**config.mk**
```make
export PLATFORM = sky130hd
export DESIGN_NAME = pmx_push_exec
export DESIGN_NICKNAME = d
export VERILOG_FILES = /design/src/design/pmx_pkg.sv /design/src/design/pmx_push_exec.sv
export VERILOG_INCLUDE_DIRS = /design/src /design/src/design
export SDC_FILE = /design/constraint.sdc
export NUM_CORES = 1
export LEC_CHECK = 0
export BUFFER_PORTS_ARGS = -buffer_cell sky130_fd_sc_hd__buf_2
export CORE_MARGIN = 5
export CORE_UTILIZATION = 52
export CTS_CLUSTER_DIAMETER = 80
export DETAILED_ROUTE_END_ITERATION = 10
export GPL_TIMING_DRIVEN = 0
export PLACE_DENSITY = 0.89
export SLEW_MARGIN = 10
export SYNTH_ARGS = -nofsm -noshare
export SYNTH_HDL_FRONTEND = slang
export SYNTH_SLANG_ARGS = --single-unit
```
**constraint.sdc**
```tcl
create_clock -name clk_in -period 3.1 [get_ports clk_in]
set_input_delay 0.465 -clock clk_in [delete_from_list [all_inputs] [get_ports clk_in]]
set_output_delay 0.465 -clock clk_in [all_outputs]
set_load 0.01 [all_outputs]
```
**src/design/pmx_defs.svh**
```systemverilog
// Constants for the multi-register push execution unit.
// Notes on behaviour
// - Register count from one through sixteen accepted.
// - Address-word form stores full 20-bit registers.
// - Word form stores one 16-bit word each.
// - Store from named register down to lower ones.
// - Address-word form lowers stack pointer four per register.
// - Word form lowers stack pointer two per register.
// - Pushed registers keep bits 19:0 unchanged.
// - Opcode alone selects form, no extension word.
`ifndef PMX_DEFS_SVH
`define PMX_DEFS_SVH
`define PMX_NUM_REGS      16
`define PMX_ADDR_W        20
`define PMX_WORD_W        16
`define PMX_STEP_AWORD    20'h00004
`define PMX_STEP_WORD     20'h00002
`define PMX_SP_RESET      20'h00000
`endif

```
**src/design/pmx_pkg.sv**
```systemverilog
// Types for the multi-register push execution unit.
package pmx_pkg;
   typedef enum logic [1:0] {
      PMX_IDLE  = 2'b00,
      PMX_STORE = 2'b01,
      PMX_DONE  = 2'b10
   } pmx_state_t;
endpackage : pmx_pkg

```
**src/design/pmx_push_exec.sv**
```systemverilog
// Execution unit for the multi-register push in address-word and word forms.
`timescale 1ns/1ps
`include "pmx_defs.svh"
module pmx_push_exec #(
   parameter int unsigned MAX_COUNT = `PMX_NUM_REGS
) (
   input  wire logic                   clk_in,
   input  wire logic                   reset_n_in,
   input  wire logic                   start_in,
   input  wire logic                   push_multi_addr_word_in,
   input  wire logic [4:0]             count_in,
   input  wire logic [3:0]             dest_reg_in,
   input  wire logic [19:0]            stack_pointer_reg_in,
   input  wire logic [19:0]            reg_rdata_in,
   input  wire logic                   mem_ready_in,
   output logic                        busy_out,
   output logic                        done_out,
   output logic                        error_out,
   output logic [3:0]                  reg_raddr_out,
   output logic                        mem_wr_out,
   output logic [19:0]                 mem_addr_out,
   output logic [19:0]                 mem_wdata_out,
   output logic                        mem_aword_out,
   output logic                        sp_wr_out,
   output logic [19:0]                 stack_pointer_reg_out
);
   import pmx_pkg::*;

   localparam logic [4:0] COUNT_MAX = 5'(MAX_COUNT);

   pmx_state_t  state;
   logic        aword;
   logic [4:0]  left;
   logic [19:0] sp;
   logic        start_take;
   logic        start_legal;
   logic        slot_issue;
   logic        slot_accept;

   // ---------------------------------------------------------------
   // Elaboration checks
   // ---------------------------------------------------------------
   // The register index is four bits wide, so a larger count would store
   // a register that was already stored in the same push.
   if (MAX_COUNT < 1 || MAX_COUNT > `PMX_NUM_REGS) begin : g_bad_count_limit
      $error("MAX_COUNT must lie between one and the register file size.");
   end

   // ---------------------------------------------------------------
   // Helpers
   // ---------------------------------------------------------------
   function automatic logic [19:0] pmx_step(input logic aw);
      pmx_step = aw ? `PMX_STEP_AWORD : `PMX_STEP_WORD;
   endfunction : pmx_step

   // A zero count would wrap the remaining count and store thirty-two slots, so it is refused too.
   function automatic logic pmx_count_ok(input logic [4:0] n);
      pmx_count_ok = (n != 5'h00) && (n <= COUNT_MAX);
   endfunction : pmx_count_ok

   // ---------------------------------------------------------------
   // Control strobes
   // ---------------------------------------------------------------
   // Start is only looked at in idle, so a start during a push is ignored.
   assign start_take  = (state == PMX_IDLE) && start_in;
   assign start_legal = pmx_count_ok(count_in);
   assign slot_issue  = (state == PMX_STORE) && !mem_wr_out;
   assign slot_accept = (state == PMX_STORE) && mem_wr_out && mem_ready_in;

   // ---------------------------------------------------------------
   // Sequencer
   // ---------------------------------------------------------------
   // The form comes from the opcode flag alone; no prefix state exists.
   always_ff @(posedge clk_in or negedge reset_n_in) begin
      if (!reset_n_in) begin
         state <= PMX_IDLE;
      end else begin
         case (state)
            PMX_IDLE: begin
               // Counts outside one to sixteen are refused without any write.
               if (start_take && start_legal) begin
                  state <= PMX_STORE;
               end
            end
            PMX_STORE: begin
               if (slot_accept && left == 5'h01) begin
                  state <= PMX_DONE;
               end
            end
            PMX_DONE: begin
               state <= PMX_IDLE;
            end
            default: begin
               state <= PMX_IDLE;
            end
         endcase
      end
   end

   always_ff @(posedge clk_in or negedge reset_n_in) begin
      if (!reset_n_in) begin
         aword <= 1'b0;
         left  <= 5'h00;
         sp    <= `PMX_SP_RESET;
      end else if (start_take && start_legal) begin
         aword <= push_multi_addr_word_in;
         left  <= count_in;
         sp    <= stack_pointer_reg_in;
      end else if (slot_issue) begin
         sp <= sp - pmx_step(aword);
      end else if (slot_accept) begin
         left <= left - 5'h01;
      end
   end

   // ---------------------------------------------------------------
   // Register read index
   // ---------------------------------------------------------------
   // The index wraps below zero when the count exceeds the named register.
   always_ff @(posedge clk_in or negedge reset_n_in) begin
      if (!reset_n_in) begin
         reg_raddr_out <= 4'h0;
      end else if (start_take && start_legal) begin
         reg_raddr_out <= dest_reg_in;
      end else if (slot_accept) begin
         // Walk downward from the named register.
         reg_raddr_out <= reg_raddr_out - 4'h1;
      end
   end

   // ---------------------------------------------------------------
   // Stack writes
   // ---------------------------------------------------------------
   // Only memory writes are issued here; status bits and the stack pointer are written by the blocks below.
   always_ff @(posedge clk_in or negedge reset_n_in) begin
      if (!reset_n_in) begin
         mem_wr_out    <= 1'b0;
         mem_addr_out  <= 20'h00000;
         mem_wdata_out <= 20'h00000;
         mem_aword_out <= 1'b0;
      end else if (slot_issue) begin
         // Each slot sits one step below the previous one.
         mem_wr_out    <= 1'b1;
         mem_aword_out <= aword;
         mem_addr_out  <= sp - pmx_step(aword);
         // Full 20 bits in address-word form, low 16 bits otherwise.
         mem_wdata_out <= aword ? reg_rdata_in
                                : {4'h0, reg_rdata_in[`PMX_WORD_W-1:0]};
      end else if (slot_accept) begin
         // Request, address and data stand until the memory takes them.
         mem_wr_out <= 1'b0;
      end
   end

   // ---------------------------------------------------------------
   // Status
   // ---------------------------------------------------------------
   always_ff @(posedge clk_in or negedge reset_n_in) begin
      if (!reset_n_in) begin
         busy_out  <= 1'b0;
         done_out  <= 1'b0;
         error_out <= 1'b0;
      end else begin
         done_out  <= (start_take && !start_legal) || (state == PMX_DONE);
         error_out <= start_take && !start_legal;
         if (start_take && start_legal) begin
            busy_out <= 1'b1;
         end else if (state == PMX_DONE) begin
            busy_out <= 1'b0;
         end
      end
   end

   // The pointer is handed back once, after the last slot, so a stalled
   // push never exposes a half-lowered value.
   always_ff @(posedge clk_in or negedge reset_n_in) begin
      if (!reset_n_in) begin
         sp_wr_out             <= 1'b0;
         stack_pointer_reg_out <= `PMX_SP_RESET;
      end else begin
         sp_wr_out <= (state == PMX_DONE);
         if (state == PMX_DONE) begin
            stack_pointer_reg_out <= sp;
         end
      end
   end

   // ---------------------------------------------------------------
   // Checks
   // ---------------------------------------------------------------
   // Operands are captured apart from the working pointer, so the final
   // pointer is judged against count times step as well as the last slot address.
   logic [19:0] chk_sp0;
   logic [19:0] chk_span;
   logic [4:0]  chk_n;
   logic [4:0]  chk_writes;
   logic        chk_aw;

   always_ff @(posedge clk_in or negedge reset_n_in) begin
      if (!reset_n_in) begin
         chk_sp0    <= 20'h00000;
         chk_span   <= 20'h00000;
         chk_n      <= 5'h00;
         chk_writes <= 5'h00;
         chk_aw     <= 1'b0;
      end else if (start_take && start_legal) begin
         chk_sp0    <= stack_pointer_reg_in;
         chk_span   <= push_multi_addr_word_in ? {13'h0000, count_in, 2'h0}
                                               : {14'h0000, count_in, 1'h0};
         chk_n      <= count_in;
         chk_writes <= 5'h00;
         chk_aw     <= push_multi_addr_word_in;
      end else if (slot_accept) begin
         chk_writes <= chk_writes + 5'h01;
      end
   end

   property p_bad_count;
      @(posedge clk_in) disable iff (!reset_n_in)
      (state == PMX_IDLE && start_in && (count_in == 5'h00 || count_in > 5'h10))
         |=> (error_out && done_out && !busy_out);
   endproperty
   a_bad_count: assert property (p_bad_count) else $error("Bad count not refused.");

   property p_word_high_zero;
      @(posedge clk_in) disable iff (!reset_n_in)
      (mem_wr_out && !mem_aword_out) |-> (mem_wdata_out[19:16] == 4'h0);
   endproperty
   a_word_high_zero: assert property (p_word_high_zero) else $error("Word data too wide.");

   property p_aword_data;
      @(posedge clk_in) disable iff (!reset_n_in)
      $rose(mem_wr_out) && mem_aword_out |-> mem_wdata_out == $past(reg_rdata_in);
   endproperty
   a_aword_data: assert property (p_aword_data) else $error("Address-word data wrong.");

   property p_descend;
      @(posedge clk_in) disable iff (!reset_n_in)
      (state == PMX_STORE && mem_wr_out && mem_ready_in && left > 5'h01)
         |=> reg_raddr_out == $past(reg_raddr_out) - 4'h1;
   endproperty
   a_descend: assert property (p_descend) else $error("Register order wrong.");

   property p_slot_step;
      @(posedge clk_in) disable iff (!reset_n_in)
      $rose(mem_wr_out) |-> mem_addr_out == $past(sp) - (mem_aword_out ? 20'h00004 : 20'h00002);
   endproperty
   a_slot_step: assert property (p_slot_step) else $error("Stack slot step wrong.");

   property p_final_sp;
      @(posedge clk_in) disable iff (!reset_n_in)
      sp_wr_out |-> (stack_pointer_reg_out == mem_addr_out)
         && (stack_pointer_reg_out == chk_sp0 - chk_span);
   endproperty
   a_final_sp: assert property (p_final_sp) else $error("Final stack pointer wrong.");

   property p_one_word_two_step;
      @(posedge clk_in) disable iff (!reset_n_in)
      (sp_wr_out && !chk_aw && chk_n == 5'h01)
         |-> stack_pointer_reg_out == chk_sp0 - 20'h00002;
   endproperty
   a_one_word_two_step: assert property (p_one_word_two_step) else $error("Word step wrong.");

   property p_no_write_idle;
      @(posedge clk_in) disable iff (!reset_n_in)
      (state == PMX_IDLE) |-> !mem_wr_out;
   endproperty
   a_no_write_idle: assert property (p_no_write_idle) else $error("Write outside push.");

   property p_good_count;
      @(posedge clk_in) disable iff (!reset_n_in)
      (state == PMX_IDLE && start_in && count_in != 5'h00 && count_in <= 5'h10)
         |=> (busy_out && !error_out && !done_out);
   endproperty
   a_good_count: assert property (p_good_count) else $error("Legal count refused.");

   property p_form_held;
      @(posedge clk_in) disable iff (!reset_n_in)
      mem_wr_out |-> mem_aword_out == chk_aw;
   endproperty
   a_form_held: assert property (p_form_held) else $error("Write form changed.");

   property p_write_count;
      @(posedge clk_in) disable iff (!reset_n_in)
      sp_wr_out |-> chk_writes == chk_n;
   endproperty
   a_write_count: assert property (p_write_count) else $error("Write count wrong.");

   c_aword: cover property (@(posedge clk_in) sp_wr_out && mem_aword_out);
   c_word: cover property (@(posedge clk_in) sp_wr_out && !mem_aword_out);
   c_error: cover property (@(posedge clk_in) error_out);
   c_stall: cover property (@(posedge clk_in) mem_wr_out && !mem_ready_in);
   c_wrap: cover property (@(posedge clk_in) slot_accept && reg_raddr_out == 4'h0 && left > 5'h01);
endmodule : pmx_push_exec

```
==> results of run 1 <==
-- path summary, 6_finish.rpt --
| path | startpoint | end | slack, ns |
|---|---|---|---|
| worst max register to register | aword | mem_addr_out[19] | 0.36 |
| worst max-delay path | aword | mem_addr_out[19] | 0.36 |
| min in group clk_in | reg_rdata_in[14] | mem_wdata_out[14] | 0.29 |
| max in group asynchronous | reset_n_in | stack_pointer_reg_out[12] | 2.37 |
| worst min-delay path | reset_n_in | mem_addr_out[0] | 0.06 |
| worst min register to register | mem_wdata_out[17] | mem_wdata_out[17] | 0.47 |
-- report_power, final --
group	switching [mW]	internal (mW)
Sequential	0.416	1.82
Combinational	1.51	0.976
Clock	0.449	0.534
Total	2.37	3.33
-- metal layers --
layer	wire (µm)	share of wire
met5	0	0
met4	224	0.018
met3	919	0.074
met2	6240	0.51
met1	4970	0.40
-- state kept, by name, indices dropped and copies added (netlist names) --
name and flops:
mem_wr_out 1, mem_addr_out 20, busy_out 1, mem_aword_out 1
mem_wdata_out 20, state 2, done_out 1, stack_pointer_reg_out 20
reg_raddr_out 4, aword 1, error_out 1, sp 20
sp_wr_out 1, left 5
-- placed cells by master, fill, tap and decap left out, drive strengths merged, types with 5 or more instances in the layout --
| cell | synthesis | final |
|---|---|---|
| mux2i | 9 | 9 |
| xor2 | 10 | 10 |
| buf | 14 | 138 |
| nor2 | 15 | 15 |
| o21ai | 31 | 31 |
| or4 | 6 | 6 |
| nand2 | 118 | 118 |
| o211ai | 5 | 5 |
| nand4 | 5 | 5 |
| nand3 | 28 | 28 |
| dfrtp | 98 | 98 |
| clkbuf | 12 | 21 |
| nor4 | 6 | 6 |
| ha | 5 | 5 |
| xnor2 | 9 | 9 |
| mux2 | 16 | 16 |
| inv | 13 | 13 |
| nor3 | 5 | 5 |
-- synth_stat cells (3+ instances only) --
cell type  instances
inv_1             13
o221ai_1           3
or4_4              3
dfrtp_1           98
ha_1               5
nand2_1          118
xor2_1            10
o311ai_0           3
nor4_1             3
mux2i_1            9
xnor2_1            9
nand2b_1           4
o211ai_1           5
a221o_1            4
o21ai_0           30
nand4_1            3
or2_2              3
mux2_2            16
nor3_1             5
buf_2              9
nand3_1           27
clkbuf_1          12
nor2_1            15
or4_1              3
nor4b_1            3
buf_1              3
a21oi_1            3
-- kinds of logic after synthesis --
family,share of synthesized area
AO/OA/AOI/OAI,0.0744
AND/OR/NAND/NOR,0.234
multiplexers,0.0595
XOR/XNOR,0.0366
flip-flops,0.540
adder cells (fa/ha/maj),0.0182
buffers and inverters,0.0372
-- area by class of cell --
| class | count | area, µm² | area share |
|---|---|---|---|
| well taps | 108 | 135 | 0.0243 |
| clock inverters | 7 | 118 | 0.0211 |
| clock buffers | 9 | 124 | 0.0223 |
| multi-input cells | 315 | 1920 | 0.345 |
| repair buffers | 124 | 646 | 0.116 |
| inverters | 13 | 48.8 | 0.00877 |
| flip-flops and latches | 98 | 2450 | 0.441 |
| plain buffers | 26 | 120 | 0.0216 |
-- critical path, cell delays in order, from the launching register on --
cell and delay [ns]:
dfrtp_1 0.47, inv_1 0.17, ha_1 0.24, fa_1 0.26, nor3b_2 0.66, nand2_1 0.22, or4b_1 0.55, nand3_1 0.11
-- through the flow --
stage	setup WS, ns	power, mW	util	cell area [µm²]	cells
floorplan	0.925	3.76	-	4540	452
global route	0.270	6.12	0.644	5560	700
CTS	0.430	5.70	0.644	5560	700
finish	0.360	5.70	0.644	5560	700
detailed placement	0.340	4.71	0.616	5320	684
global placement	0.378	4.56	0.613	5290	683
==> results.tsv, run 1 <==
stage	metric	value	unit
power_and_ir_drop	p_per_area	1020	mW/mm²
layout	area_growth	22.5	%
timing	setup-tns-final	0	ns
clocking	hold_buffers	0	
synthesis	syn_area	0.00454	mm²
synthesis	synth_ff_type	dfrtp_1	
grt	first_global_vias	4014	
layout	drive_gt1_frac	0.306	
die	fp.dieW	103	µm
synthesis	synth_cell_type_count	52	
grt	grt_use_total	0.241	
synthesis	yosys.area.top_type_share	0.540	
synthesis	ys_seq_area_frac	0.540	
power_and_ir_drop	ir_drop	0.411	mV
layout	antenna_cells	0	
clocking	post_cts_resize_count	0	
grt	busiest_layer	met2	
clocking	cts-buffers-inserted	9	
grt	grt_util_met1	0.303	
clocking	post-cts-setup-buffers	0	
synthesis	synth_edf_count	0	
grt	grt_first_pass_wirelength	19.7	mm
die	core_region_area	0.00864	mm²
clocking	clockRootBuffer	clkbuf_8	
timing	fmax	0.365	GHz
grt	met2_usage	0.412	
layout	num-nets-final	647	
grt	gr-usage-met3	0.0436	
route	firstDrtPassIters	4	
clocking	cts_tree	done	
timing	maxSlewViolCount	0	
clocking	clkLatencyLatePin	0.36	ns
route	postRouteAntennaNets	0	
route	vias	3951	
die	die_h	103	µm
timing	finalCritPeriodShare	0.884	
critical_path	startpoint_type	flop	
grt	grt_max_degree	63	
timing	finalCriticalPeriod	2.74	ns
critical_path	crit_fanout	9	
critical_path	cp_data_required_time	3.40	ns
place	dp_hpwl	8.96	mm
route	wl_per_cell	17.6	µm
layout	fillCellCount	672	
die	ioPinCount	124	
timing	clock_skew	0.00730	ns
critical_path	worstSetupEndpointType	flop	
critical_path	arrival	3.04	ns
die	dieArea	0.0107	mm²
route	drtIter0Drc	236	
die	start_util	0.526	
timing	rsz0062_at_grt	no	
grt	gr-total-overflow	0	
die	num_rows	34	
synthesis	avgSynthCellArea	10.0	µm²
synthesis	ys_ff_latch	98	
clocking	clock_path_buffers	2	
timing	slew_headroom	0.329	
timing	tightest_slew	0.979	ns
timing	finalHoldViolations	0	
timing	hold_ws	0.0618	ns
synthesis	synthTopCellsByArea	dfrtp_1 (54%), nand2_1 (9.8%), mux2_2 (4.0%), o21ai_0 (3.3%), nand3_1 (3.0%)	
place	port_buffers	123	
clocking	clock_sinks	98	
synthesis	yosysWarnings	0	
min_path	hold_class	in -> async	
clocking	clk_pin_slew	0.09	ns
synthesis	async_flop_share	1.00	
flow_run	cap_violations	0	
outcome	status	finished clean	
timing	setup_viol	0	
power_and_ir_drop	total_leakage_power	2.84	nW
synthesis	syn_nets	512	
route	avgViaCountPerCell	5.64	
critical_path	reg2reg_depth	7	
place	place.gp.congestion	0.907	
synthesis	synth_top_area_cell	dfrtp_1	
route	routed_wl	12.4	mm
synthesis	synthCells	452	
clocking	h-tree-depth	3	
route	drc	0	
grt	antenna_found_initial	0	
critical_path	worstSetupPathType	reg -> reg	
No activity file was read; power rests on OpenSTA's default activity.
==> inputs of run 2 (changes only) <==
REMOVE_ABC_BUFFERS = 1   (was not set)
==> run 2 against run 1 <==
Net effect:
- routed wire length down 16%
- core utilization fell by 1.0 points
- total power shrank 4.5%
- sequential share of layout area increased by 0.70 points
- register-to-register slack improved by 0.02 ns
- critical path type unchanged
- critical endpoint is now sp[19]
- highest routed layer is now met5
==> results.tsv, run 2 (synthesized netlist as in run 1, its figures left out) <==
stage	metric	value	unit	change
outcome	status	finished clean		
clocking	cts-buffers-inserted	9		unchanged
clocking	post_cts_resize_count	0		unchanged
timing	finalCritPeriodShare	0.877		-0.00682
timing	tightest_slew	0.811	ns	-0.168 ns
place	postPlaceCellArea	0.00526	mm²	-1.2%
die	start_util	0.526		unchanged
min_path	hold_class	in -> async		
clocking	clock_path_buffers	2		unchanged
place	port_buffers	123		unchanged
layout	stdcell_count	677		-3.3%
timing	slew_headroom	0.460		+0.131
timing	fmax	0.368	GHz	+0.78%
timing	hold_ws	0.0272	ns	-0.0345 ns
clocking	h-tree-depth	3		unchanged
timing	setup_viol	0		unchanged
die	core_region_area	0.00864	mm²	unchanged
die	die_h	103	µm	unchanged
grt	grt_first_pass_wirelength	17.2	mm	-13%
grt	gr-total-overflow	0		unchanged
grt	first_global_vias	3616		-9.9%
timing	finalCriticalPeriod	2.72	ns	-0.0212 ns
die	num_rows	34		unchanged
critical_path	arrival	2.93	ns	-0.11 ns
layout	area_growth	20.6	%	
timing	clock_skew	0.0147	ns	+0.00745 ns
layout	regArea	0.00245	mm²	unchanged
timing	finalHoldViolations	0		unchanged
layout	fillCellCount	721		+7.3%
clocking	clockRootBuffer	clkbuf_8		
layout	fin_util	0.634		-0.0101
critical_path	cp_data_required_time	3.31	ns	-0.09 ns
grt	grt_use_total	0.204		-0.0368
die	ioPinCount	124		unchanged
grt	antenna_found_initial	1		+1
clocking	clock_sinks	98		unchanged
timing	rsz0062_at_grt	no		
place	place.gp.congestion	0.799		-12%
die	fp.dieW	103	µm	unchanged
timing	maxSlewViolCount	0		unchanged
layout	num-nets-final	624		-3.6%
power_and_ir_drop	total_leakage_power	2.79	nW	-1.6%
clocking	clkLatencyLatePin	0.36	ns	about the same
layout	final_cell_mix	buf_2 (122), nand2_1 (118), dfrtp_1 (98)		
route	postRouteAntennaNets	0		unchanged
power_and_ir_drop	p_per_area	994	mW/mm²	-3.0%
critical_path	worstSetupEndpointType	flop		
layout	stdcell_area	0.00548	mm²	-1.6%
die	dieArea	0.0107	mm²	unchanged
route	vias	3633		-8.0%
route	avgViaCountPerCell	5.37		-4.9%
route	firstDrtPassIters	5		+1
route	drc	0		unchanged
layout	antenna_cells	0		unchanged
clocking	cts_tree	done		
flow_run	cap_violations	0		unchanged
power_and_ir_drop	ir_drop	0.655	mV	+59%
route	wl_per_cell	15.4	µm	-13%
critical_path	worstSetupPathType	reg -> reg		
layout	layout_commonest_cell	buf_2		
route	drtIter0Drc	155		-34%
grt	grt_max_degree	74		+17%
place	dp_cells	661		-3.4%
clocking	hold_buffers	0		unchanged
layout	drive_gt1_frac	0.308		+0.00181
power_and_ir_drop	totalPowerFinal	5.44	mW	-4.5%
route	routed_wl	10.4	mm	-16%
clocking	post-cts-setup-buffers	0		unchanged
critical_path	startpoint_type	flop		
critical_path	crit_fanout	9		unchanged
clocking	clk_pin_slew	0.10	ns	about the same
layout	multi_input_area	0.00194	mm²	+0.78%
place	dp_hpwl	7.44	mm	-17%
## run 2: cell types whose count changed in the layout (fill, tap and decap cells not counted), sizes merged
cell	change
clkinv	+1
bufinv	-1
inv	+1
clkinvlp	-2
clkbuf	-11
buf	-11
## run 2: layout make-up
class                      count  area share
clock inverter                 6      0.0164
inverter                      13     0.00891
clock buffer                  10      0.0233
tap                          108      0.0247
sequential                    98       0.448
timing repair buffer         127       0.125
multi-input combinational    315       0.353
## run 2: path summary, 6_finish.rpt
check | end | from | cells past startpoint | slack (ns)
worst max-delay path | sp[19] | aword | 7 | 0.38
worst min-delay path | left[0] | reset_n_in | 1 | 0.03
worst max register to register | sp[19] | aword | 7 | 0.38
worst min register to register | mem_wdata_out[18] | mem_wdata_out[18] | 2 | 0.47
max in group asynchronous | sp[13] | reset_n_in | 2 | 2.40
min in group clk_in | mem_wdata_out[15] | reg_rdata_in[15] | 3 | 0.29
## run 2: critical path, stage by stage (launching register included)
cell and delay [ns]:
dfrtp_1 0.47, inv_1 0.16, ha_1 0.23, fa_1 0.24, nor3b_2 0.65, nand2_1 0.23, o311ai_0 0.45, nand3_1 0.15
## run 2: through the flow
stage	setup slack (ns)	setup TNS, ns
2_1_floorplan	0.655	0
3_3_place_gp	-0.336	-2.22
3_5_place_dp	0.388	0
4_1_cts	0.363	0
5_1_grt	0.194	0
6_report	0.381	0
## run 2: report_power, final
| part | internal (mW) | switching (mW) |
|---|---|---|
| registers | 1.82 | 0.449 |
| clock network | 0.458 | 0.443 |
| logic | 0.958 | 1.32 |
| total | 3.23 | 2.21 |
## run 2: metal layers
layer,global-route usage,up-vias,share of wire,routed length (µm)
met5,0,-,0.00067,7
met4,0.0548,2,0.011,115
met3,0.0476,13,0.085,890
met2,0.345,108,0.48,5020
met1,0.263,1743,0.42,4380
li1,-,1767,-,-
